`src/rtl/twfc_params.svh`:
```
// Purpose: named constants for the typewriter format control block
// Assumes: included by the package and by the top module
// Notes: character code is {x, o, 8, 4, 2, 1}
`ifndef TWFC_PARAMS_SVH
`define TWFC_PARAMS_SVH

`define TWFC_CHAR_W 6
`define TWFC_POS_W 7
`define TWFC_SEL_N 10
`define TWFC_LAST_POS 7'h63
`define TWFC_POS_ONE 7'h01
`define TWFC_POS_ZERO 7'h00
`define TWFC_XBIT 5
`define TWFC_NUM_MASK 6'h0f
`define TWFC_ZERO_CHAR 6'h0a
`define TWFC_ADR_W 4
`define TWFC_REG_CMD 4'h0
`define TWFC_REG_SEL 4'h4
`define TWFC_REG_STAT 4'h8
`define TWFC_CTL_W 24
`define TWFC_DROP_LSB 16
`define TWFC_FIFO_DEPTH 2'h2

`endif

```
`src/rtl/twfc_pkg.sv`:
```
// Purpose: types shared by the typewriter format control block
// Assumes: twfc_params.svh supplies widths
// Notes: control struct layout is also the command register layout
`include "twfc_params.svh"
package twfc_pkg;

  typedef enum logic [2:0] {
    TWFC_IDLE  = 3'b000,
    TWFC_CC    = 3'b001,
    TWFC_DELAY = 3'b010,
    TWFC_SPLIT = 3'b011,
    TWFC_TALL  = 3'b100
  } twfc_state_t;

  // [23] zb_set ... [0] fixed_char lsb
  typedef struct packed {
    logic zb_set;
    logic zb_clear;
    logic type_all;
    logic col_split;
    logic cc_delay;
    logic rib_black;
    logic rib_red;
    logic clear;
    logic cc_on;
    logic cc_entry;
    logic fixed_req;
    logic [`TWFC_POS_W-1:0] entry_pos;
    logic [`TWFC_CHAR_W-1:0] fixed_char;
  } twfc_ctl_t;

  typedef struct packed {
    logic red;
    logic [`TWFC_CHAR_W-1:0] chr;
  } twfc_typ_t;

endpackage

```
`src/rtl/twfc_top.sv`:
```
// Purpose: format control between track stream, plugboard strobes and typewriter
// Assumes: one track character offered per cycle; plugboard strobes on i_clk
// Notes: wishbone classic slave, one wait state, ack one cycle
//
// What this block does
// zero under blanking skipped, skip pulse instead
// blank-off strobe or nonzero character ends blanking
// wiring sets blanking one position early
// blank-off acts in its own position
// type-all types 100 positions, ignores controls
// split tests x-bit, suspends next cycle
// x pulse if x-bit, else no-x pulse
// split from column exit prints numeric only
// wiring never splits with column entry
// ribbon change applies from next character
// clear leaves ribbon colour alone
// fixed entry types its assigned character
// delay request suspends one cycle, pulses
// clear drops selectors, position to zero
// format key start only when inquiry allowed
// after delay resume at following step
// selector picks to transfer, stays until drop
// one position per cycle unless suspended
//
// The Wishbone register port and the address map were decided locally.
`timescale 1ns/10ps
`include "twfc_params.svh"
module twfc_top
  import twfc_pkg::*;
(
  input wire logic i_clk,
  input wire logic i_reset_n,
  input wire logic i_ce,
  input wire logic i_wb_cyc,
  input wire logic i_wb_stb,
  input wire logic i_wb_we,
  input wire logic [`TWFC_ADR_W-1:0] i_wb_adr,
  input wire logic [3:0] i_wb_sel,
  input wire logic [31:0] i_wb_dat,
  output logic [31:0] o_wb_dat,
  output logic o_wb_ack,
  input wire twfc_ctl_t i_ctl,
  input wire logic [`TWFC_SEL_N-1:0] i_sel_pick,
  input wire logic [`TWFC_SEL_N-1:0] i_sel_drop,
  input wire logic i_trk_valid,
  input wire logic [`TWFC_CHAR_W-1:0] i_trk_char,
  output logic o_trk_ready,
  output logic [`TWFC_POS_W-1:0] o_pos,
  output logic o_typ_valid,
  output twfc_typ_t o_typ_data,
  input wire logic i_typ_ready,
  output logic o_zero_skip_pulse,
  output logic o_delay_cycle_pulse,
  output logic o_zone_bit_out,
  output logic o_no_zone_bit_out,
  output logic [`TWFC_SEL_N-1:0] o_sel,
  input wire logic i_fmt_key,
  input wire logic i_inquiry_ok,
  output logic o_fmt_start
);

  function automatic logic is_zero(input logic [`TWFC_CHAR_W-1:0] c);
    is_zero = (c == `TWFC_ZERO_CHAR);
  endfunction

  //////////////////////////////////////////////////////////////////////////////
  // wishbone slave
  logic ack_ff, nxt_ack;
  logic [31:0] rdat_ff, nxt_rdat;
  logic wr_ok, wr_cmd, wr_sel;
  twfc_ctl_t ctl;
  twfc_state_t st_ff, nxt_st;
  logic [`TWFC_POS_W-1:0] pos_ff, nxt_pos;
  logic zb_ff, nxt_zb;
  logic red_ff, nxt_red;
  logic [`TWFC_SEL_N-1:0] sel_ff, nxt_sel;

  // write lands at the edge where ack is sampled high
  assign wr_ok = i_wb_cyc && i_wb_stb && i_wb_we && ack_ff && i_ce;
  assign wr_cmd = wr_ok && (i_wb_adr == `TWFC_REG_CMD) && (&i_wb_sel[2:0]);
  assign wr_sel = wr_ok && (i_wb_adr == `TWFC_REG_SEL);
  assign ctl = wr_cmd ? (i_ctl | twfc_ctl_t'(i_wb_dat[`TWFC_CTL_W-1:0])) : i_ctl;

  always_comb begin
    nxt_ack = i_wb_cyc && i_wb_stb && !ack_ff;
    nxt_rdat = 32'h0;
    if (i_wb_adr == `TWFC_REG_SEL) begin
      nxt_rdat[`TWFC_SEL_N-1:0] = sel_ff;
    end else if (i_wb_adr == `TWFC_REG_STAT) begin
      nxt_rdat = {20'h0, st_ff, zb_ff, red_ff, pos_ff};
    end
  end

  always_ff @(posedge i_clk) begin
    if (!i_reset_n) begin
      ack_ff <= 1'b0;
      rdat_ff <= 32'h0;
    end else if (i_ce) begin
      ack_ff <= nxt_ack;
      rdat_ff <= nxt_rdat;
    end
  end

  assign o_wb_ack = ack_ff;
  assign o_wb_dat = rdat_ff;

  //////////////////////////////////////////////////////////////////////////////
  // two-entry output buffer; a typewriter stall holds the track back
  twfc_typ_t mem_ff [2];
  twfc_typ_t push_data;
  logic push, pop, room;
  logic wr_ff, nxt_wr, rd_ff, nxt_rd;
  logic [1:0] cnt_ff, nxt_cnt;

  assign room = (cnt_ff != `TWFC_FIFO_DEPTH);
  assign pop = i_ce && (cnt_ff != 2'h0) && i_typ_ready;
  assign o_typ_valid = (cnt_ff != 2'h0);
  assign o_typ_data = mem_ff[rd_ff];

  always_comb begin
    nxt_wr = wr_ff ^ push;
    nxt_rd = rd_ff ^ pop;
    nxt_cnt = cnt_ff + {1'b0, push} - {1'b0, pop};
  end

  always_ff @(posedge i_clk) begin
    if (!i_reset_n) begin
      wr_ff <= 1'b0;
      rd_ff <= 1'b0;
      cnt_ff <= 2'h0;
    end else if (i_ce) begin
      wr_ff <= nxt_wr;
      rd_ff <= nxt_rd;
      cnt_ff <= nxt_cnt;
      if (push) begin
        mem_ff[wr_ff] <= push_data;
      end
    end
  end

  //////////////////////////////////////////////////////////////////////////////
  // format sequencer
  logic fixed_take, step, live;
  logic skip_ff, nxt_skip, dly_ff, nxt_dly, x_ff, nxt_x, nx_ff, nxt_nx;

  // type-all makes every other control strobe dead; selector picks and drops still act
  assign live = (st_ff != TWFC_TALL);
  assign fixed_take = i_ce && live && ctl.fixed_req && room;
  assign step = i_ce && i_trk_valid && room && !fixed_take &&
                (st_ff == TWFC_CC || st_ff == TWFC_TALL);
  assign o_trk_ready = step;
  assign o_pos = pos_ff;

  always_comb begin
    nxt_st = st_ff;
    nxt_pos = pos_ff;
    nxt_zb = zb_ff;
    nxt_red = red_ff;
    nxt_skip = 1'b0;
    nxt_dly = 1'b0;
    nxt_x = 1'b0;
    nxt_nx = 1'b0;
    push = 1'b0;
    push_data = '{red: red_ff, chr: i_trk_char};
    if (fixed_take) begin
      push = 1'b1;
      push_data.chr = ctl.fixed_char;
    end
    if (st_ff == TWFC_TALL) begin
      if (step) begin
        push = 1'b1;
        if (pos_ff == `TWFC_LAST_POS) begin
          nxt_pos = `TWFC_POS_ZERO;
          nxt_st = TWFC_IDLE;
        end else begin
          nxt_pos = pos_ff + `TWFC_POS_ONE;
        end
      end
    end else if (i_ce) begin
      case (st_ff)
        TWFC_DELAY, TWFC_SPLIT: begin
          // position already moved on when the suspension was requested
          nxt_st = TWFC_CC;
        end
        TWFC_CC: begin
          if (step) begin
            nxt_pos = (pos_ff == `TWFC_LAST_POS) ? `TWFC_POS_ZERO : pos_ff + `TWFC_POS_ONE;
            if (zb_ff && !ctl.zb_clear && is_zero(i_trk_char)) begin
              nxt_skip = 1'b1;
            end else begin
              push = 1'b1;
              nxt_zb = 1'b0;
              if (ctl.col_split) begin
                push_data.chr = i_trk_char & `TWFC_NUM_MASK;
              end
            end
            if (ctl.col_split) begin
              nxt_st = TWFC_SPLIT;
              nxt_x = i_trk_char[`TWFC_XBIT];
              nxt_nx = !i_trk_char[`TWFC_XBIT];
            end else if (ctl.cc_delay) begin
              nxt_st = TWFC_DELAY;
              nxt_dly = 1'b1;
            end
          end
        end
        default: begin
          nxt_st = st_ff;
        end
      endcase
      // blank-off in its own position, blank-on counts from the next one
      if (ctl.zb_clear) begin
        nxt_zb = 1'b0;
      end
      if (ctl.zb_set) begin
        nxt_zb = 1'b1;
      end
      if (ctl.rib_red) begin
        nxt_red = 1'b1;
      end else if (ctl.rib_black) begin
        nxt_red = 1'b0;
      end
      if (ctl.cc_entry) begin
        nxt_pos = ctl.entry_pos;
        nxt_st = TWFC_CC;
      end else if (ctl.cc_on && st_ff == TWFC_IDLE) begin
        nxt_st = TWFC_CC;
      end
      // a clearing column still types first; ribbon is untouched
      if (ctl.clear) begin
        nxt_st = TWFC_IDLE;
        nxt_pos = `TWFC_POS_ZERO;
        nxt_zb = 1'b0;
      end
      if (ctl.type_all) begin
        nxt_st = TWFC_TALL;
        nxt_pos = `TWFC_POS_ZERO;
        nxt_zb = 1'b0;
      end
    end
  end

  always_ff @(posedge i_clk) begin
    if (!i_reset_n) begin
      st_ff <= TWFC_IDLE;
      pos_ff <= `TWFC_POS_ZERO;
      zb_ff <= 1'b0;
      red_ff <= 1'b0;
      skip_ff <= 1'b0;
      dly_ff <= 1'b0;
      x_ff <= 1'b0;
      nx_ff <= 1'b0;
    end else if (i_ce) begin
      st_ff <= nxt_st;
      pos_ff <= nxt_pos;
      zb_ff <= nxt_zb;
      red_ff <= nxt_red;
      skip_ff <= nxt_skip;
      dly_ff <= nxt_dly;
      x_ff <= nxt_x;
      nx_ff <= nxt_nx;
    end
  end

  assign o_zero_skip_pulse = skip_ff;
  assign o_delay_cycle_pulse = dly_ff;
  assign o_zone_bit_out = x_ff;
  assign o_no_zone_bit_out = nx_ff;

  //////////////////////////////////////////////////////////////////////////////
  // selectors: pick wins over drop, clear drops all
  genvar gi;
  generate
    for (gi = 0; gi < `TWFC_SEL_N; gi++) begin : g_sel
      logic pk, dr;
      assign pk = i_sel_pick[gi] || (wr_sel && i_wb_dat[gi]);
      assign dr = i_sel_drop[gi] || (wr_sel && i_wb_dat[`TWFC_DROP_LSB + gi]) ||
                  (ctl.clear && live);
      assign nxt_sel[gi] = pk ? 1'b1 : (dr ? 1'b0 : sel_ff[gi]);
    end
  endgenerate

  always_ff @(posedge i_clk) begin
    if (!i_reset_n) begin
      sel_ff <= '0;
    end else if (i_ce) begin
      sel_ff <= nxt_sel;
    end
  end

  assign o_sel = sel_ff;

  //////////////////////////////////////////////////////////////////////////////
  // format key: three-stage synchroniser, start waits for inquiry window
  logic [2:0] key_sync_ff, nxt_key_sync;
  logic key_lvl_ff, nxt_key_lvl, pend_ff, nxt_pend, start_ff, nxt_start;

  always_comb begin
    nxt_key_sync = {key_sync_ff[1:0], i_fmt_key};
    nxt_key_lvl = (key_sync_ff[1] == key_sync_ff[2]) ? key_sync_ff[2] : key_lvl_ff;
    nxt_start = pend_ff && i_inquiry_ok;
    nxt_pend = (pend_ff && !nxt_start) || (nxt_key_lvl && !key_lvl_ff);
  end

  always_ff @(posedge i_clk) begin
    if (!i_reset_n) begin
      key_sync_ff <= 3'h0;
      key_lvl_ff <= 1'b0;
      pend_ff <= 1'b0;
      start_ff <= 1'b0;
    end else if (i_ce) begin
      key_sync_ff <= nxt_key_sync;
      key_lvl_ff <= nxt_key_lvl;
      pend_ff <= nxt_pend;
      start_ff <= nxt_start;
    end
  end

  assign o_fmt_start = start_ff;
endmodule // twfc_top

```
`config.mk`:
```
export PLATFORM = sky130hd
export DESIGN_NAME = twfc_top
export DESIGN_NICKNAME = d
export VERILOG_FILES = /design/src/rtl/twfc_pkg.sv /design/src/rtl/twfc_top.sv
export VERILOG_INCLUDE_DIRS = /design/src /design/src/rtl
export SDC_FILE = /design/constraint.sdc
export NUM_CORES = 1
export LEC_CHECK = 0
export BUFFER_PORTS_ARGS = -buffer_cell sky130_fd_sc_hd__buf_4
export CORE_MARGIN = 2
export CORE_UTILIZATION = 43
export DETAILED_ROUTE_END_ITERATION = 7
export HOLD_SLACK_MARGIN = 0.12
export PLACE_DENSITY = 0.81
export SYNTH_ARGS = -nofsm -noshare
export SYNTH_HDL_FRONTEND = slang
export SYNTH_SLANG_ARGS = --single-unit
```
`constraint.sdc`:
```
create_clock -name i_clk -period 2.12 [get_ports i_clk]
set_input_delay 0.106 -clock i_clk [delete_from_list [all_inputs] [get_ports i_clk]]
set_output_delay 0.106 -clock i_clk [all_outputs]
set_load 0.005 [all_outputs]
```
* Word level (Yosys, flattened, before mapping)
Memory sizes are Yosys's and may differ from the RTL's. A register that Yosys moved wholly into a read port is not among the register bits. Cells that the tools add are included.
Storage, ports and cells: bits of input ports 100, output and inout port bits 64, RAM bits 14, register bits after elaboration 69, memories 1
Memory list:
- mem_ff | words 2, bits a word 7, read ports 1, clocked after memory_dff 1, wr ports 1, line twfc_top.sv:109 | twfc_typ_t mem_ff [2];
Operators by class: multiplexer cells 89, reductions and logical operators 116, bitwise operators 4, eq/ne operators 16, add/sub/neg operators 3
Operators with widths (number):
- 1-bit 2-to-1 mux | 60
- 7-bit 2-to-1 mux | 7
- 1-bit logical AND | 44
- 6-bit 2-to-1 mux | 7
- 1-bit logical OR | 32
- 3-bit 2-to-1 mux | 10
- 24-bit 2-to-1 mux | 1
- 24-bit bitwise OR | 1
- 2-bit nonzero test | 12
- 22-bit 2-to-1 mux | 1
- 2-bit AND reduction | 11
- 5-bit nonzero test | 3
- 12-bit 2-to-1 mux | 1
- 10-bit 2-to-1 mux | 1
- 8-bit by 6-bit inequality test with 1-bit output (second input constant) | 1
- 7-bit by 1-bit adder with 7-bit output (second input constant) | 1
- 7-bit == test (second input constant) | 1
- 7-bit nonzero test | 1
- 3-bit by 2-bit == test with 1-bit output (second input constant) | 2
- 6-bit by 4-bit == test with 1-bit output (second input constant) | 1
- 1-bit logical NOT | 6
- 6-bit by 5-bit inequality test with 1-bit output (second input constant) | 1
- 3-bit case mux with 2 select lines | 1
- 3-bit AND reduction | 2
- 18 further kinds | 20

* Longest topological paths before layout
depth in word-level cells 20, mapped depth 10, gate-level depth less buffers 9

* Least setup slack after synthesis
OpenSTA, ideal clock, no wires.
path kind register -> register, from reg ack_ff, in the netlist o_wb_ack, to mem mem_ff[0][0] in the netlist's numbering (enable), clock period less this slack 2149 ps, required time 1760 ps, path slack -29 ps, path buffers 1, stages on the path, launching flop included 8, arrival 1789 ps, library setup time 360 ps, cells stage by stage dfxtp_1 > nand3_1 > nor4_4 > buf_2 > a211oi_1 > o21bai_1 > nand2_1 > nor2_1
On the way: word-level cells in the longest chain between the ends 18, elaborated cells between the ends (all ways) 24, those cells by class mux (12); reduce/logical (12)
Ends and longest elaborated chain:
- start: declaration | line twfc_top.sv:68 | logic ack_ff, nxt_ack;
- start signal: assignment | line twfc_top.sv:99 | ack_ff <= nxt_ack;
- 1-bit logical AND * (2 in a row) | line twfc_top.sv:79 | assign wr_ok = i_wb_cyc && i_wb_stb && i_wb_we && ack_ff && i_ce;
- 1-bit logical AND * (2 in a row) | line twfc_top.sv:80 | assign wr_cmd = wr_ok && (i_wb_adr == `TWFC_REG_CMD) && (&i_wb_sel[2:0]);
- 24-bit 2-to-1 mux * | line twfc_top.sv:82 | assign ctl = wr_cmd ? (i_ctl | twfc_ctl_t'(i_wb_dat[`TWFC_CTL_W-1:0])) : i_ctl;
- 1-bit logical AND (2 in a row) | line twfc_top.sv:148 | assign fixed_take = i_ce && live && ctl.fixed_req && room;
- 1-bit logical NOT | line twfc_top.sv:149 | assign step = i_ce && i_trk_valid && room && !fixed_take &&
- 1-bit logical AND (2 in a row) | line twfc_top.sv:149
- 1-bit 2-to-1 mux | line twfc_top.sv:186 | if (step) begin
- 1-bit 2-to-1 mux | line twfc_top.sv:180 | case (st_ff)
- 1-bit 2-to-1 mux | line twfc_top.sv:179 | end else if (i_ce) begin
- 1-bit 2-to-1 mux * | line twfc_top.sv:169 | if (st_ff == TWFC_TALL) begin
- 1-bit 2-to-1 mux * | line twfc_top.sv:135 | if (push) begin
- 1-bit 2-to-1 mux * | line twfc_top.sv:131 | end else if (i_ce) begin
- 1-bit 2-to-1 mux * | line twfc_top.sv:127 | if (!i_reset_n) begin
- 1-bit 2-to-1 mux (not written as such) * | line twfc_top.sv:136 | mem_ff[wr_ff] <= push_data;
- end: declaration | line twfc_top.sv:109
Every way passes the cells marked *; elsewhere a longest branch is shown, timed or not.

* Worst setup path in the final report
from reg st_ff[1], to reg pos_ff[3], in the netlist o_pos[3]
On the way: word-level cells in the longest chain between the ends 13, elaborated cells between the ends (all ways) 18, those cells by class eq/ne (3); mux (6); reduce/logical (9)
Ends and longest elaborated chain:
- start: declaration | line twfc_top.sv:72 | twfc_state_t st_ff, nxt_st;
- start signal: assignment | line twfc_top.sv:254 | st_ff <= nxt_st;
- 3-bit inequality test | line twfc_top.sv:147 | assign live = (st_ff != TWFC_TALL);
- 1-bit logical AND (3 in a row) | line twfc_top.sv:148
- 1-bit logical NOT | line twfc_top.sv:149
- 1-bit logical AND (2 in a row) | line twfc_top.sv:149
- 7-bit 2-to-1 mux (5 in a row)
- 7-bit 2-to-1 mux | line twfc_top.sv:169
- end signal: assignment | line twfc_top.sv:246 | pos_ff <= `TWFC_POS_ZERO;
- end signal: assignment | line twfc_top.sv:255 | pos_ff <= nxt_pos;
- end: declaration | line twfc_top.sv:73 | logic [`TWFC_POS_W-1:0] pos_ff, nxt_pos;
Several ways; a longest one is shown, not always the timed one. The select of a mux whose other input is x is not followed. A chain may end at the register's enable or synchronous reset.

==> impl_metrics.csv <==
group,metric,value,unit
final_layout,fin_area,5350,um^2
pwr,power_switching,899,uW
pwr,max-vdd-ir-drop,0.000362,V
clocking,cts_root_buffer,"clkbuf_8",
global_routing,grt.total_usage,0.265,
die,dieArea,9240,um^2
final_layout,fillerInstances,655,
timing,setup_viol,0,
final_layout,final_nets,705,
clocking,clock_latency,0.34,ns
placed_design,hpwl,9640,um
final_layout,area_growth_syn_to_layout,46.5,%
pwr,p_int,2180,uW
clocking,cts_inserted_buffers,9,
synth,yosysTopAreaCellShare,0.274,
global_routing,grt_start_max_net_pins,29,
synth,syn_area_per_cell,8.57,um^2
die,rows,33,
detailed_routing,routed_wl,12800,um
synth,ys_seq_area_frac,0.389,
detailed_routing,routedWlPerCell,17.9,um
synth,synth_top_area_cell,"dfxtp_1",
timing,maxSlewViolCount,0,
critical_path,endpoint_kind,"flop",
timing,finClkSkew,0.0110,ns
pwr,combPwrFrac,0.226,
clocking,clockBufferDepth,2,
global_routing,grt_pass1_wl,18600,um
detailed_routing,detail_route.vias_per_cell,5.77,
pwr,sw_frac_of_total,0.292,
final_layout,n_antenna_cell,0,
synth,async_reset_ff_frac,0,
detailed_routing,firstDrtPassIters,5,
synth,ys_ff_latch,64,
global_routing,grt_pass1_vias,3835,
outcome,outcome,"complete, no violations",
synth,yosys_warnings,0,
timing,rsz0062_at_grt,"yes",
timing,hold_violations,0,
die,io_pins,164,
detailed_routing,drtIter0Drc,345,
critical_path,cp_max_fo,7,
die,core,8220,um^2
timing,fmax,477,MHz
placed_design,place_congestion,0.962,
global_routing,antenna_found_initial,0,
critical_path,criticalPathCategory,"flop to flop",
clocking,htree_levels,3,
clocking,clk_pin_slew,0.08,ns
timing,period_share,0.989,
synth,ys.flop_type,"dfxtp_1",
placed_design,portBuffers,136,
detailed_routing,vias,4108,
flow_run,drv_cap,0,
die,start_util,0.444,
critical_path,cp.required,2.40,ns
synth,synth_area_leaders,"dfxtp_1 27%, edfxtp_1 12%, a21oi_1 8.4%, buf_4 4.7%, nand2_1 4.4%",
placed_design,placed_cells,675,
die,die_w,96.1,um
final_layout,final_cell_mix,"168 x buf_4, 61 x a21oi_1, 48 x dfxtp_1",
synth,syn_inst,426,
detailed_routing,drcViolationCount,0,
placed_design,place_area,4880,um^2
timing,worst_pin_slew,0.518,ns
detailed_routing,drtAntennaViolNets,0,
die,die_y,96.1,um
critical_path,crit_arrival,2.38,ns
final_layout,drive_gt1_frac,0.354,
synth,synth_cell_types,66,
pwr,pwr-share-clk,0.334,
hold_path,min_path_type,"input pin to flop",
synth,synth_edf_count,14,
global_routing,grt_overflow,0,
critical_path,worstSetupStartpointType,"flop",
clocking,cts_sinks,64,
pwr,p_per_area,575,nW/um^2
clocking,tritoncts,"yes",
final_layout,mostFrequentLayoutCell,"buf_4",
timing,relSlewSlack,0.650,
final_layout,instances_no_fill,712,
pwr,seqPwrFrac,0.440,
pwr,power.leakage,0.00230,uW
timing,fin_crit,2.10,ns
synth,syn_area,3650,um^2
## cell usage after synthesis (all sizes together), types with 3 or more instances
cell,count
and3,6
nand4b,3
nand3,10
edfxtp,14
ha,3
mux2i,7
o211ai,5
nor3,3
o21ai,9
nor2,28
buf,30
dfxtp,50
o21a,4
mux2,7
a21oi,62
a31oi,5
a21o,3
a221oi,10
nand4,4
o22ai,12
a211o,3
nor4,4
clkbuf,14
nor3b,12
nand2,43
nor2b,11
and2,7
inv,9
a21boi,7
a211oi,3
xnor2,3
## final timing paths
check	from	to	slack, ns	cells past startpoint
setup / recovery	st_ff[1]	o_pos[3]	0.02	7
hold reg to reg	o_no_zone_bit_out	o_no_zone_bit_out	0.48	2
hold / removal	i_ctl[21]	st_ff[2]	0.13	3
setup reg to reg	st_ff[1]	o_pos[3]	0.02	7
## flip-flops by register name, indices dropped and copies added (netlist names), named ones only
| signal | cells |
|---|---|
| cnt_ff | 2 |
| key_lvl_ff | 1 |
| key_sync_ff | 3 |
| mem_ff | 14 |
| o_delay_cycle_pulse | 1 |
| o_fmt_start | 1 |
| o_no_zone_bit_out | 1 |
| o_pos | 7 |
| o_sel | 10 |
| o_wb_ack | 1 |
| o_wb_dat | 12 |
| o_zero_skip_pulse | 1 |
| o_zone_bit_out | 1 |
| pend_ff | 1 |
| rd_ff | 1 |
| red_ff | 1 |
| st_ff | 3 |
| wr_ff | 1 |
| zb_ff | 1 |
## layer usage
metal | vias up | share of wire | GRT usage
met3 | 22 | 0.11 | 0.0548
met4 | 0 | 0.018 | 0.0857
met5 | - | 0 | 0
met2 | 262 | 0.49 | 0.459
met1 | 1936 | 0.38 | 0.327
li1 | 1888 | - | -
## stage by stage
stage	total power, uW	TNS (ns)	util	setup slack (ns)	hold slack [ns]
floorplan	1700	0	-	0.0132	0.272
global placement	2000	0	0.594	0.0392	0.366
detailed placement	2020	-0.0340	0.594	-0.0300	0.375
CTS	3060	0	0.645	0.00452	0.120
global route	3200	-0.213	0.651	-0.0507	0.124
finish	3080	0	0.651	0.0223	0.130
## critical path, stage by stage (launching register included)
cell and delay, ns:
dfxtp_1 0.32, buf_4 0.17, or3b_1 0.47, nand3_2 0.13
a21oi_2 0.04, a211o_1 0.29, or4_1 0.52, nand3_1 0.11
## cell families (layout without fill, tap and decap cells)
| family | count (synthesis) | count (layout) | share of synthesized area |
|---|---|---|---|
| compound gates | 143 | 143 | 0.254 |
| xor+xnor | 4 | 4 | 0.00960 |
| fa+ha+maj | 3 | 3 | 0.0103 |
| buf+inv | 53 | 215 | 0.0812 |
| flops | 64 | 64 | 0.389 |
| mux | 14 | 14 | 0.0408 |
| other cells | 1 | 20 | 0.00103 |
| simple gates | 144 | 144 | 0.214 |
## power by group through the flow
stage	Clock (uW)	Sequential (uW)	Combinational, uW
5_1_grt	1090	1360	751
4_1_cts	1030	1350	671
3_3_place_gp	0	1380	620
6_report	1030	1360	694
3_5_place_dp	0	1380	635
2_1_floorplan	0	1370	334
## area by class of cell
type                    instances  area [um^2]  share of cell area
clock inverters                 6         50.0             0.00936
multi-input cells             328         2070               0.386
inverters                       9         33.8             0.00632
flip-flops and latches         64         1430               0.267
clock buffers                  10          149              0.0278
repair buffers                190         1490               0.279
well taps                     105          131              0.0246
## repair_timing
action	in CTS	in global routing
setup buffers	0	0
endpoints found under the setup margin	7	23
endpoints found under the hold margin	15	0
gates resized for setup	4	11
hold buffers	21	0
pin swaps	0	3
(Power assumes the default switching activity.)
